File: src/hw/pwr_params.svh
// register offsets, field positions and reset values of the power-mode controller
`ifndef PWR_PARAMS_SVH
`define PWR_PARAMS_SVH
`define OFS_PWR_CTRL 12'h000
`define OFS_PWR_STATUS 12'h004
`define OFS_PIN_ENABLE 12'h008
`define OFS_PERIPH_ENABLE 12'h00C
`define OFS_SLEEP_CFG 12'h010
`define OFS_BROWNOUT_CTRL 12'h014
`define OFS_WDT_MODE 12'h018
`define OFS_WAKE_PIN_EN 12'h01C
`define OFS_OSC_CTRL 12'h020
`define OFS_WAKE_TIMER 12'h024
`define OFS_NESTED_INTERRUPT_CTRL_EN 12'h028
`define OFS_GPREG0 12'h040
`define GPREG_NUM 5
`define WAKE_PIN_NUM 8
// pwr_ctrl fields
`define CTRL_MODE_LSB 0
`define CTRL_GO_BIT 4
`define CTRL_LOCK_BIT 5
// sleep_power_config fields
`define SCFG_BOD_BIT 0
`define SCFG_LPOSC_BIT 1
// brownout_control fields
`define BOD_INT_BIT 0
`define BOD_RST_BIT 1
// watchdog_mode_reg fields
`define WDT_EN_BIT 0
`define WDT_INT_BIT 1
`define WDT_RST_BIT 2
`define WDT_FEED_BIT 3
// periph enable bit positions
`define PER_BOD_BIT 0
`define PER_WDT_BIT 1
`define PER_WKT_BIT 2
`define PER_SER_BIT 3
// osc_ctrl fields
`define OSC_LPEN_BIT 0
`define OSC_LPSEL_BIT 1
`define OSC_WKTSEL_BIT 2
`define OSC_LPRDY_BIT 3
`define LPOSC_SETTLE_CYC 16'h0040
`define RST_SLEEP_CFG 32'h0000_0000
`endif

File: src/hw/pwr_pkg.sv
// types of the power-mode controller
package pwr_pkg;
  typedef enum logic [2:0] {
    MODE_RUN = 3'b000,
    MODE_SLEEP = 3'b001,
    MODE_DEEP_SLEEP = 3'b010,
    MODE_POWER_DOWN = 3'b011,
    MODE_DEEP_PD = 3'b100
  } pwr_mode_t;
endpackage : pwr_pkg

File: src/hw/wake_qualify.sv
// wake qualification per power mode
`timescale 1ns/1ps
`include "pwr_params.svh"
module wake_qualify
  import pwr_pkg::*;
(
  input wire pwr_mode_t mode,
  input wire logic [31:0] irq_pend,
  input wire logic [31:0] nested_interrupt_ctrl_en,
  input wire logic [7:0] pin_irq,
  input wire logic [7:0] pin_en,
  input wire logic [3:0] per_en,
  input wire logic [7:0] sleep_cfg,
  input wire logic [7:0] bod_ctrl,
  input wire logic [7:0] wdt_mode,
  input wire logic wdt_fed,
  input wire logic bod_int,
  input wire logic bod_rst,
  input wire logic wdt_int,
  input wire logic wkt_int,
  input wire logic wkt_lp_clk,
  input wire logic ser_int,
  input wire logic ser_slave_ext_clk,
  input wire logic [7:0] wake_pin_n,
  input wire logic [7:0] wake_pin_en,
  output logic wake,
  output logic wake_reset
);
  logic lp_ok;
  logic bod_ok;
  logic wdt_run;
  logic ds_wake;
  logic ds_rst;
  always_comb begin
    lp_ok = sleep_cfg[`SCFG_LPOSC_BIT];
    bod_ok = sleep_cfg[`SCFG_BOD_BIT];
    wdt_run = wdt_mode[`WDT_EN_BIT] & wdt_fed & lp_ok;
    ds_wake = |(pin_irq & pin_en & nested_interrupt_ctrl_en[7:0]);
    ds_wake = ds_wake | (bod_int & per_en[`PER_BOD_BIT] & nested_interrupt_ctrl_en[8]
              & bod_ctrl[`BOD_INT_BIT] & bod_ok);
    ds_wake = ds_wake | (wdt_int & per_en[`PER_WDT_BIT] & nested_interrupt_ctrl_en[9]
              & wdt_run & wdt_mode[`WDT_INT_BIT]);
    ds_wake = ds_wake | (wkt_int & per_en[`PER_WKT_BIT] & nested_interrupt_ctrl_en[10]
              & wkt_lp_clk);
    ds_wake = ds_wake | (ser_int & per_en[`PER_SER_BIT] & nested_interrupt_ctrl_en[11]
              & ser_slave_ext_clk);
    ds_rst = (bod_rst & bod_ctrl[`BOD_RST_BIT] & bod_ok)
             | (wdt_int & wdt_run & wdt_mode[`WDT_RST_BIT]);
    wake = 1'b0;
    wake_reset = 1'b0;
    unique case (mode)
      MODE_RUN: begin
        wake = 1'b0;
      end
      MODE_SLEEP: begin
        wake = |(irq_pend & nested_interrupt_ctrl_en);
      end
      MODE_DEEP_SLEEP, MODE_POWER_DOWN: begin
        wake = ds_wake;
        wake_reset = ds_rst;
      end
      MODE_DEEP_PD: begin
        wake = |(~wake_pin_n & wake_pin_en);
      end
      default: begin
        wake = 1'b0;
      end
    endcase
  end
endmodule : wake_qualify

File: src/hw/pwr_mode_ctrl.sv
// power-mode controller with APB registers, retained storage and wake logic
// Function
// - deep power-down removes power from all but wake pin circuitry
// - any of eight wake pins ends deep power-down
// - five storage registers keep contents through deep power-down
// - set lock bit refuses deep power-down entry
// - per mode gating of oscillator, flash, peripherals and ADC
// - brownout and low-power osc configurable; wake pins wake only deep power-down
// - in sleep any NESTED_INTERRUPT_CTRL-enabled interrupt wakes the core
// - pin wake needs NESTED_INTERRUPT_CTRL and start logic pin enable
// - brownout interrupt wake needs three enables and detector powered
// - brownout reset wake needs reset enable and detector powered
// - watchdog interrupt wake needs running, fed watchdog and enables
// - watchdog reset wake needs running watchdog with reset enabled
// - self-wake timer needs enables, low-power clock; count write starts it
// - serial wake needs interrupt enable, slave mode, external clock
// - wake pin acts only when enabled in wake pin enable register
// - power-up runs from free-running osc; switch after low-power osc settles
// - sleep stops core clock; peripherals keep running
`timescale 1ns/1ps
`include "pwr_params.svh"
module pwr_mode_ctrl
  import pwr_pkg::*;
(
  input wire logic clk,
  input wire logic rst_n,
  input wire logic psel,
  input wire logic penable,
  input wire logic pwrite,
  input wire logic [11:0] paddr,
  input wire logic [31:0] pwdata,
  output logic [31:0] prdata,
  output logic pready,
  output logic pslverr,
  input wire logic [31:0] irq_pend,
  input wire logic [7:0] pin_irq,
  input wire logic bod_int,
  input wire logic bod_rst,
  input wire logic wdt_int,
  input wire logic wkt_int,
  input wire logic ser_int,
  input wire logic ser_slave_ext_clk,
  input wire logic lposc_ready,
  input wire logic [7:0] wake_pin_n,
  output logic core_clk_en,
  output logic fro_on,
  output logic fro_out_en,
  output logic flash_on,
  output logic flash_standby,
  output logic periph_on,
  output logic adc_on,
  output logic bod_on,
  output logic lposc_on,
  output logic main_pwr_on,
  output logic wake_reset_req,
  output logic clk_sel_lposc,
  output logic [31:0] wkt_count
);
  typedef struct packed {
    pwr_mode_t mode;
    logic lock;
    logic [7:0] pin_en;
    logic [3:0] per_en;
    logic [7:0] sleep_cfg;
    logic [7:0] bod_ctrl;
    logic [7:0] wdt_mode;
    logic wdt_fed;
    logic [7:0] wake_pin_en;
    logic lp_en;
    logic lp_sel;
    logic wkt_sel;
    logic [31:0] wkt_cnt;
    logic [31:0] nested_interrupt_ctrl_en;
    logic [`GPREG_NUM*32-1:0] gpreg;
    logic [31:0] prdata;
    logic pready;
    logic pslverr;
    logic core_clk_en;
    logic fro_on;
    logic fro_out_en;
    logic flash_on;
    logic flash_standby;
    logic periph_on;
    logic adc_on;
    logic bod_on;
    logic lposc_on;
    logic main_pwr_on;
    logic wake_rst;
    logic dpd_woken;
  } state_t;

  state_t st_r;
  state_t st_nxt;
  logic wake;
  logic wake_reset;
  logic setup;

  wake_qualify u_wake (
    .mode(st_r.mode),
    .irq_pend(irq_pend),
    .nested_interrupt_ctrl_en(st_r.nested_interrupt_ctrl_en),
    .pin_irq(pin_irq),
    .pin_en(st_r.pin_en),
    .per_en(st_r.per_en),
    .sleep_cfg(st_r.sleep_cfg),
    .bod_ctrl(st_r.bod_ctrl),
    .wdt_mode(st_r.wdt_mode),
    .wdt_fed(st_r.wdt_fed),
    .bod_int(bod_int),
    .bod_rst(bod_rst),
    .wdt_int(wdt_int),
    .wkt_int(wkt_int),
    .wkt_lp_clk(st_r.lp_en & st_r.wkt_sel & (st_r.wkt_cnt != 32'h0000_0000)),
    .ser_int(ser_int),
    .ser_slave_ext_clk(ser_slave_ext_clk),
    .wake_pin_n(wake_pin_n),
    .wake_pin_en(st_r.wake_pin_en),
    .wake(wake),
    .wake_reset(wake_reset)
  );

  function automatic logic [11:0] word_addr(input logic [11:0] a);
    word_addr = {a[11:2], 2'b00};
  endfunction : word_addr

  always_comb begin
    st_nxt = st_r;
    setup = psel & ~penable;
    st_nxt.pready = setup;
    st_nxt.pslverr = 1'b0;
    st_nxt.prdata = 32'h0000_0000;
    st_nxt.wake_rst = 1'b0;
    if (setup) begin
      unique case (word_addr(paddr))
        `OFS_PWR_CTRL: begin
          st_nxt.prdata = {26'h0, st_r.lock, 2'b00, st_r.mode};
          if (pwrite) begin
            st_nxt.lock = st_r.lock | pwdata[`CTRL_LOCK_BIT];
            if (pwdata[`CTRL_GO_BIT]) begin
              if (pwdata[`CTRL_MODE_LSB +: 3] == MODE_DEEP_PD) begin
                if (!(st_r.lock | pwdata[`CTRL_LOCK_BIT])) begin
                  st_nxt.mode = MODE_DEEP_PD;
                end
              end else if (pwdata[`CTRL_MODE_LSB +: 3] <= MODE_POWER_DOWN) begin
                st_nxt.mode = pwr_mode_t'(pwdata[`CTRL_MODE_LSB +: 3]);
              end
            end
          end
        end
        `OFS_PWR_STATUS: st_nxt.prdata = {27'h0, st_r.dpd_woken, st_r.core_clk_en, st_r.mode};
        `OFS_PIN_ENABLE: begin
          st_nxt.prdata = {24'h0, st_r.pin_en};
          if (pwrite) st_nxt.pin_en = pwdata[7:0];
        end
        `OFS_PERIPH_ENABLE: begin
          st_nxt.prdata = {28'h0, st_r.per_en};
          if (pwrite) st_nxt.per_en = pwdata[3:0];
        end
        `OFS_SLEEP_CFG: begin
          st_nxt.prdata = {24'h0, st_r.sleep_cfg};
          if (pwrite) st_nxt.sleep_cfg = pwdata[7:0];
        end
        `OFS_BROWNOUT_CTRL: begin
          st_nxt.prdata = {24'h0, st_r.bod_ctrl};
          if (pwrite) st_nxt.bod_ctrl = pwdata[7:0];
        end
        `OFS_WDT_MODE: begin
          st_nxt.prdata = {24'h0, st_r.wdt_mode};
          if (pwrite) begin
            st_nxt.wdt_mode = pwdata[7:0];
            st_nxt.wdt_fed = st_r.wdt_fed | pwdata[`WDT_FEED_BIT];
          end
        end
        `OFS_WAKE_PIN_EN: begin
          st_nxt.prdata = {24'h0, st_r.wake_pin_en};
          if (pwrite) st_nxt.wake_pin_en = pwdata[7:0];
        end
        `OFS_OSC_CTRL: begin
          st_nxt.prdata = {28'h0, lposc_ready, st_r.wkt_sel, st_r.lp_sel, st_r.lp_en};
          if (pwrite) begin
            st_nxt.lp_en = pwdata[`OSC_LPEN_BIT];
            st_nxt.wkt_sel = pwdata[`OSC_WKTSEL_BIT];
            // switching only once the oscillator reports stable
            st_nxt.lp_sel = pwdata[`OSC_LPSEL_BIT] & pwdata[`OSC_LPEN_BIT]
                            & lposc_ready;
          end
        end
        `OFS_WAKE_TIMER: begin
          st_nxt.prdata = st_r.wkt_cnt;
          if (pwrite) st_nxt.wkt_cnt = pwdata;
        end
        `OFS_NESTED_INTERRUPT_CTRL_EN: begin
          st_nxt.prdata = st_r.nested_interrupt_ctrl_en;
          if (pwrite) st_nxt.nested_interrupt_ctrl_en = pwdata;
        end
        default: begin
          if (word_addr(paddr) >= `OFS_GPREG0
              && word_addr(paddr) < `OFS_GPREG0 + 12'(`GPREG_NUM * 4)) begin
            st_nxt.prdata = st_r.gpreg[32*(3'(paddr[4:2]))+:32];
            if (pwrite) st_nxt.gpreg[32*(3'(paddr[4:2]))+:32] = pwdata;
          end else begin
            st_nxt.pslverr = 1'b1;
          end
        end
      endcase
    end
    if (!st_r.lp_en) st_nxt.lp_sel = 1'b0;
    // timer counts down only while the low-power osc enable and timer select bits are set
    if (st_r.wkt_cnt != 32'h0000_0000 && st_r.lp_en && st_r.wkt_sel
        && !(setup && pwrite && word_addr(paddr) == `OFS_WAKE_TIMER)) begin
      st_nxt.wkt_cnt = st_r.wkt_cnt - 32'h0000_0001;
    end
    if (st_r.mode != MODE_RUN && (wake | wake_reset)) begin
      st_nxt.mode = MODE_RUN;
      st_nxt.wake_rst = wake_reset;
      if (st_r.mode == MODE_DEEP_PD) begin
        st_nxt.dpd_woken = 1'b1;
        st_nxt.lp_sel = 1'b0;
      end
    end
    st_nxt.core_clk_en = (st_nxt.mode == MODE_RUN);
    st_nxt.main_pwr_on = (st_nxt.mode != MODE_DEEP_PD);
    st_nxt.fro_on = 1'b1;
    st_nxt.fro_out_en = 1'b1;
    st_nxt.flash_on = 1'b1;
    st_nxt.flash_standby = 1'b0;
    st_nxt.periph_on = 1'b1;
    st_nxt.adc_on = 1'b1;
    st_nxt.bod_on = 1'b1;
    st_nxt.lposc_on = st_nxt.lp_en;
    unique case (st_nxt.mode)
      MODE_DEEP_SLEEP: begin
        st_nxt.fro_out_en = 1'b0;
        st_nxt.flash_standby = 1'b1;
        st_nxt.periph_on = 1'b0;
        st_nxt.adc_on = 1'b0;
        st_nxt.bod_on = st_nxt.sleep_cfg[`SCFG_BOD_BIT];
        st_nxt.lposc_on = st_nxt.sleep_cfg[`SCFG_LPOSC_BIT];
      end
      MODE_POWER_DOWN: begin
        st_nxt.fro_on = 1'b0;
        st_nxt.fro_out_en = 1'b0;
        st_nxt.flash_on = 1'b0;
        st_nxt.periph_on = 1'b0;
        st_nxt.adc_on = 1'b0;
        st_nxt.bod_on = st_nxt.sleep_cfg[`SCFG_BOD_BIT];
        st_nxt.lposc_on = st_nxt.sleep_cfg[`SCFG_LPOSC_BIT];
      end
      MODE_DEEP_PD: begin
        st_nxt.fro_on = 1'b0;
        st_nxt.fro_out_en = 1'b0;
        st_nxt.flash_on = 1'b0;
        st_nxt.periph_on = 1'b0;
        st_nxt.adc_on = 1'b0;
        st_nxt.bod_on = 1'b0;
        st_nxt.lposc_on = 1'b0;
      end
      default: begin
        st_nxt.lposc_on = st_nxt.lp_en;
      end
    endcase
  end

  always_ff @(posedge clk or negedge rst_n) begin
    if (!rst_n) begin
      st_r <= '0;
      st_r.sleep_cfg <= 8'(`RST_SLEEP_CFG);
      st_r.core_clk_en <= 1'b1;
      st_r.fro_on <= 1'b1;
      st_r.fro_out_en <= 1'b1;
      st_r.flash_on <= 1'b1;
      st_r.periph_on <= 1'b1;
      st_r.adc_on <= 1'b1;
      st_r.bod_on <= 1'b1;
      st_r.main_pwr_on <= 1'b1;
    end else begin
      st_r <= st_nxt;
    end
  end

  assign prdata = st_r.prdata;
  assign pready = st_r.pready;
  assign pslverr = st_r.pslverr;
  assign core_clk_en = st_r.core_clk_en;
  assign fro_on = st_r.fro_on;
  assign fro_out_en = st_r.fro_out_en;
  assign flash_on = st_r.flash_on;
  assign flash_standby = st_r.flash_standby;
  assign periph_on = st_r.periph_on;
  assign adc_on = st_r.adc_on;
  assign bod_on = st_r.bod_on;
  assign lposc_on = st_r.lposc_on;
  assign main_pwr_on = st_r.main_pwr_on;
  assign wake_reset_req = st_r.wake_rst;
  assign clk_sel_lposc = st_r.lp_sel;
  assign wkt_count = st_r.wkt_cnt;
endmodule : pwr_mode_ctrl

File: config.mk
export PLATFORM = sky130hd
export DESIGN_NAME = pwr_mode_ctrl
export DESIGN_NICKNAME = d
export VERILOG_FILES = /design/src/hw/pwr_pkg.sv /design/src/hw/wake_qualify.sv /design/src/hw/pwr_mode_ctrl.sv
export VERILOG_INCLUDE_DIRS = /design/src /design/src/hw
export SDC_FILE = /design/constraint.sdc
export NUM_CORES = 1
export LEC_CHECK = 0
export ABC_AREA = 1
export ABC_CLOCK_PERIOD_IN_PS = 2750
export BUFFER_PORTS_ARGS = -buffer_cell sky130_fd_sc_hd__buf_4
export CORE_ASPECT_RATIO = 0.5
export CORE_MARGIN = 1.5
export CORE_UTILIZATION = 59
export DETAILED_ROUTE_END_ITERATION = 6
export PLACE_DENSITY = 0.8
export SYNTH_ARGS = -nofsm -noshare
export SYNTH_HDL_FRONTEND = slang
export SYNTH_SLANG_ARGS = --single-unit
File: constraint.sdc
create_clock -name clk -period 2.75 [get_ports clk]
set_clock_uncertainty 0.1 [all_clocks]
set_input_delay 0.275 -clock clk [delete_from_list [all_inputs] [get_ports clk]]
set_output_delay 0.275 -clock clk [all_outputs]
set_load 0.05 [all_outputs]
Word-level counts from Yosys, hierarchy flattened:

Cells that the tools add are included.

* output and inout bits: 78
* input bits: 104
* word-level logic and storage cells: 179
* bits in registers: 321

* mux-type cells: 47
* bitwise operators: 40
* reduce and logical (&&, ||, !) cells: 35
* magnitude comparators: 3
* shift operators: 3
* equal/unequal tests: 19
* $add $sub $neg: 2

Operator list (count)
* case mux 32 bit (11 select lines): 1
* two-way mux 160 bit: 2
* two-way mux 308 bit: 1
* two-way mux 192 bit: 1
* bitwise mux 160 bit: 1
* two-way mux 32 bit: 5
* variable shift 32 x 34 -> 160 bit (first input constant): 1
* variable part select 160 x 9 -> 32 bit: 1
* variable part select 32 x 34 -> 160 bit: 1
* two-way mux 8 bit: 8
* == test 10 x 3 -> 1 bit (second input constant): 4
* negation 8 -> 34 bit: 1
* AND 32 bit: 1
* nonzero test 32 bit: 1
* OR reduction 32 bit: 1
* subtractor 32 x 1 -> 32 bit (second input constant): 1
* == test 10 x 4 -> 1 bit (second input constant): 3
* AND reduction 3 bit: 10
* AND 1 bit: 25
* AND 8 bit: 3
* two-way mux 3 bit: 7
* == test 10 x 2 -> 1 bit (second input constant): 2
* two-way mux 9 bit: 2
* two-way mux 4 bit: 4
* other kinds (28): 62

Logic depth before layout (Yosys ltp):

* word-level depth: 15
* gate-level depth with buffers: 16
* gate-level depth less buffers: 14

By module:

A second synthesis with hierarchy kept.

* cell total of the unflattened synthesis: 2371
* area total of the unflattened synthesis: 17230.3 µm²

Modules (own cells, without submodules)
* pwr_mode_ctrl: instances 1, seq. area each 8015.2 µm², cells each 2239, area each 16707.3 µm²
* wake_qualify: instances 1, seq. area each 0.0 µm², cells each 132, area each 523.0 µm²

Worst setup path before layout:

OpenSTA, ideal clock, no wires.

* path kind: input to register
* from: in paddr[3]
* to: reg (tool-made name)
* required time: 2.512 ns
* path slack: 0.460 ns
* library setup time: 0.138 ns
* cell stages on the path: 10
* path buffers: 3
* data arrival time: 2.053 ns
* cells stage by stage: inv_1 buf_2 buf_1 ha_1 o2111ai_2 nor2_4 nand2_2 nor3_4 buf_2 o22ai_2

RTL lines
* start: declaration: RTL line pwr_mode_ctrl.sv:30 `input wire logic [11:0] paddr,`

Worst setup path after layout:

* from: reg st_r, in the netlist wkt_count[1]
* to: reg st_r, in the netlist wkt_count[27]

* word-level cells in the longest chain between the ends: 6
* elaborated cells on any way between the ends: 10
* those cells by class: add/sub (1); mux (1); reduce/logical (8)

Ends and longest elaborated chain
* start: declaration: RTL line pwr_mode_ctrl.sv:92 `state_t st_r;`
* start signal: assignment: RTL line pwr_mode_ctrl.sv:277 `st_r <= st_nxt;`
* branches (longest 6 deep; another with subtractor 32 x 1 -> 32 bit)

Several ways; the timed one is not identified.
A chain may end at the register's enable or synchronous reset.

==> metrics.md <==
| Metric | Value |
|---|---|
| Status | `finished, violations left` |
| Failing checks | `DRC` |
| Tot Pwr | `a little over 10 mW` |
| RSZ-0062 raised after global routing | `false` |
| CP max FO | `9` |
| Predominant post-synthesis flop cell | `dfrtp_1` |
| Initial cell density of the core | `0.5990` |
| Crit end category | `register` |
| Synth top cells by count | `nand2_1, dfrtp_1, o21ai_0` |
| Final worst setup slack | `about 0.25 ns` |
| Final wirelength | `50680 um` |
| I/O Pins | `about 180` |
| N_diodes | `0` |
| P_leak | `9.511 nW` |
| Worst setup path class | `reg -> reg` |
| TritonCTS clock tree | `yes` |
| Clock buffer depth | `3` |
| Area growth syn-to-layout | `16.21%` |
| Post-route clock period utilization | `0.9089` |
| Synth cell types | `55` |
| Port Buffers | `roughly 180` |
| Crit path DAT | `between 2 and 3 ns` |
| Cells after DPL | `around 2400` |
| Hold Vio Cnt, Final | `0` |
| Post-synth EDFFs | `0` |
| Worst-Margin Slew | `around 0.66 ns` |
| Worst Hold Path Cells | `5` |
| RD Place Congestion | `about 1` |
| Syn Nets | `roughly 2100` |
| Startpoint Class | `register` |
| Seq/Total Area, Yosys | `0.4848` |
| Clock root cell | `clkbuf_16` |
| Worst skew pair latency | `roughly 0.57 ns` |
| Switching Fraction | `0.2643` |
| Cts bufs inserted | `29` |
| Worst R2R Setup Slack | `around 0.25 ns` |
| Worst relative slew slack | `0.5620` |
| DP Area | `roughly 18000 um2` |
| Avg Cell Area, Syn | `8.262 um2` |
| Reg-to-Reg Start | `wkt_count[1]` |
| Setup_tns | `0 ns` |
| Critical path required time | `around 3.1 ns` |
| Clock power frac | `0.423` |
| Die area | `just under 30000 um2` |
| Max-cap violations | `0` |
| Max IR drop VDD | `0.5108 mV` |
| Post-layout min period | `between 2 and 2.5 ns` |
| Synth area leaders | `dfrtp_1, nand2_1, o21ai_0, inv_1, nor2_1` |
| Global Route Usage Sum | `0.3497` |
| Hold_ws | `around 0.012 ns` |
| Die X | `239.7 um` |
| Cell Pwr Density | `~540 nW/um2` |
| Fraction of layout cells with a size suffix above 1 | `0.1811` |
| Fin nets | `2242` |
| Mapped Area | `16530 um2` |
| Cells after synthesis | `around 2000` |
| Worst Hold Launch | `bod_rst` |
| Core footprint | `between 20000 and 30000 um2` |
| Post-synth ARST share | `1.000` |
| DR pass1 iterations | `7` |
| Vias per cell | `between 5 and 6` |
| Clock sinks | `between 300 and 400` |
| Fin util | `0.6961` |
| Reg2reg path depth | `14` |
| Global route total overflow | `0` |
| CTS H-tree depth | `1` |
| Count leader, synth | `nand2_1` |
| Hold worst-path end | `wake_reset_req` |
| Hpwl dp | `between 30000 and 40000 um` |
| Remaining antenna violation count after routing | `0` |
| DRC errors left | `9` |
| Yosys warns | `0` |
| First-pass GRT wire length | `about 80000 um` |
| Comb pwr share | `0.110` |
| Max Freq | `about 0.4 GHz` |
| Pre-CTS setup slack | `~0.17 ns` |
| Register share of total power | `0.467` |
| Flop and latch count out of synthesis | `320` |
| Switching pwr | `between 2 and 3 mW` |
| Routed len/inst | `approximately 20 um` |
| Int Power | `7.622 mW` |
| Vias in the first global route | `between 10000 and 15000` |
| Cell taking the most area after synthesis | `dfrtp_1` |
| Layout Cells excl Fill | `approximately 2500` |
| R2R Path End | `wkt_count[27]` |
| DRT iter0 DRCs | `between 2000 and 2500` |
| Top cell type's share of synthesized area | `0.4753` |
| Placement Rows | `between 40 and 50` |
| Cell area after layout | `just under 20000 um2` |
| Count of pins over their slew limit | `0` |
| Vias | `between 15000 and 20000` |
| Reg clk slew, reported paths | `0.07 ns` |
| Die Height | `between 100 and 150 um` |
| Final Setup Violations | `0` |
| Largest net degree at the start of global routing | `65` |
| Initial antenna violation count | `0` |
| Worst min-delay path class | `in -> reg` |
==> timing repair <==
action                                  CTS  global route
endpoints found under the hold margin   370             0
gates resized for setup                   0             0
endpoints found under the setup margin    0             1
hold buffers                             35             0
buffers inserted                          0             2
==> power groups by stage <==
stage	clock network, mW	logic, mW	registers (mW)
3_3_place_gp	0	1.07	4.93
5_1_grt	4.62	1.22	4.85
6_report	4.38	1.14	4.84
2_1_floorplan	0	0.580	4.97
4_1_cts	4.40	1.13	4.84
3_5_place_dp	0	1.08	4.93
==> how the worst max path moves through the flow <==
| stage | from | endpoint |
|---|---|---|
| finish | wkt_count[1] | wkt_count[27] |
| global route | wkt_count[1] | wkt_count[28] |
| CTS | wkt_count[1] | wkt_count[27] |
| detailed placement | paddr[3] | register |
| global placement | paddr[2] | prdata[5] |
| floorplan | paddr[3] | register |
==> routing by layer <==
layer,GRT usage,part of all wire,vias to the layer above
li1,-,-,6858
met1,0.4853,0.41,7223
met2,0.5437,0.45,822
met3,0.06165,0.093,150
met4,0.1507,0.046,0
met5,0,0,-
==> critical path, cell delays in order, from the launching register on <==
cell and delay (ns):
dfrtp_1 0.41, inv_1 0.13, ha_1 0.21, nand2_1 0.08
nor2_2 0.18, nand2_2 0.18, nor2_2 0.15, nand2_2 0.10
nand2_4 0.19, nor2_4 0.08, inv_2 0.13, buf_4 0.21
a21oi_1 0.07, o21ai_1 0.09, a21oi_1 0.08
==> cell usage in the layout, fill, tap and decap left out, types with 35 or more instances in the layout <==
cell,instances
a21oi_1,89
buf_4,227
dfrtp_1,314
dlygate4sd3_1,35
inv_1,227
nand2_1,401
nand3_1,50
nor2_1,147
o21ai_0,237
o22ai_1,82
==> final cells by class <==
type	count	area, um2
Fill cell	2171	8388
Multi-Input combinational cell	1267	6604
Sequential cell	320	8015
Timing Repair Buffer	268	2170
Clock inverter	19	252.7
Inverter	246	928.4
Clock buffer	34	764.5
Tap cell	382	478.0
==> cells by family after synthesis <==
logic type | after synthesis | synth area share
xor gates and xnor gates | 11 | 0.005827
AOI/OAI and AO/OA | 555 | 0.2044
buffers and inverters | 414 | 0.1165
DFF | 320 | 0.4848
adders and majority gates | 6 | 0.004541
and+or+nand+nor | 695 | 0.1839
(Power assumes the default switching activity.)
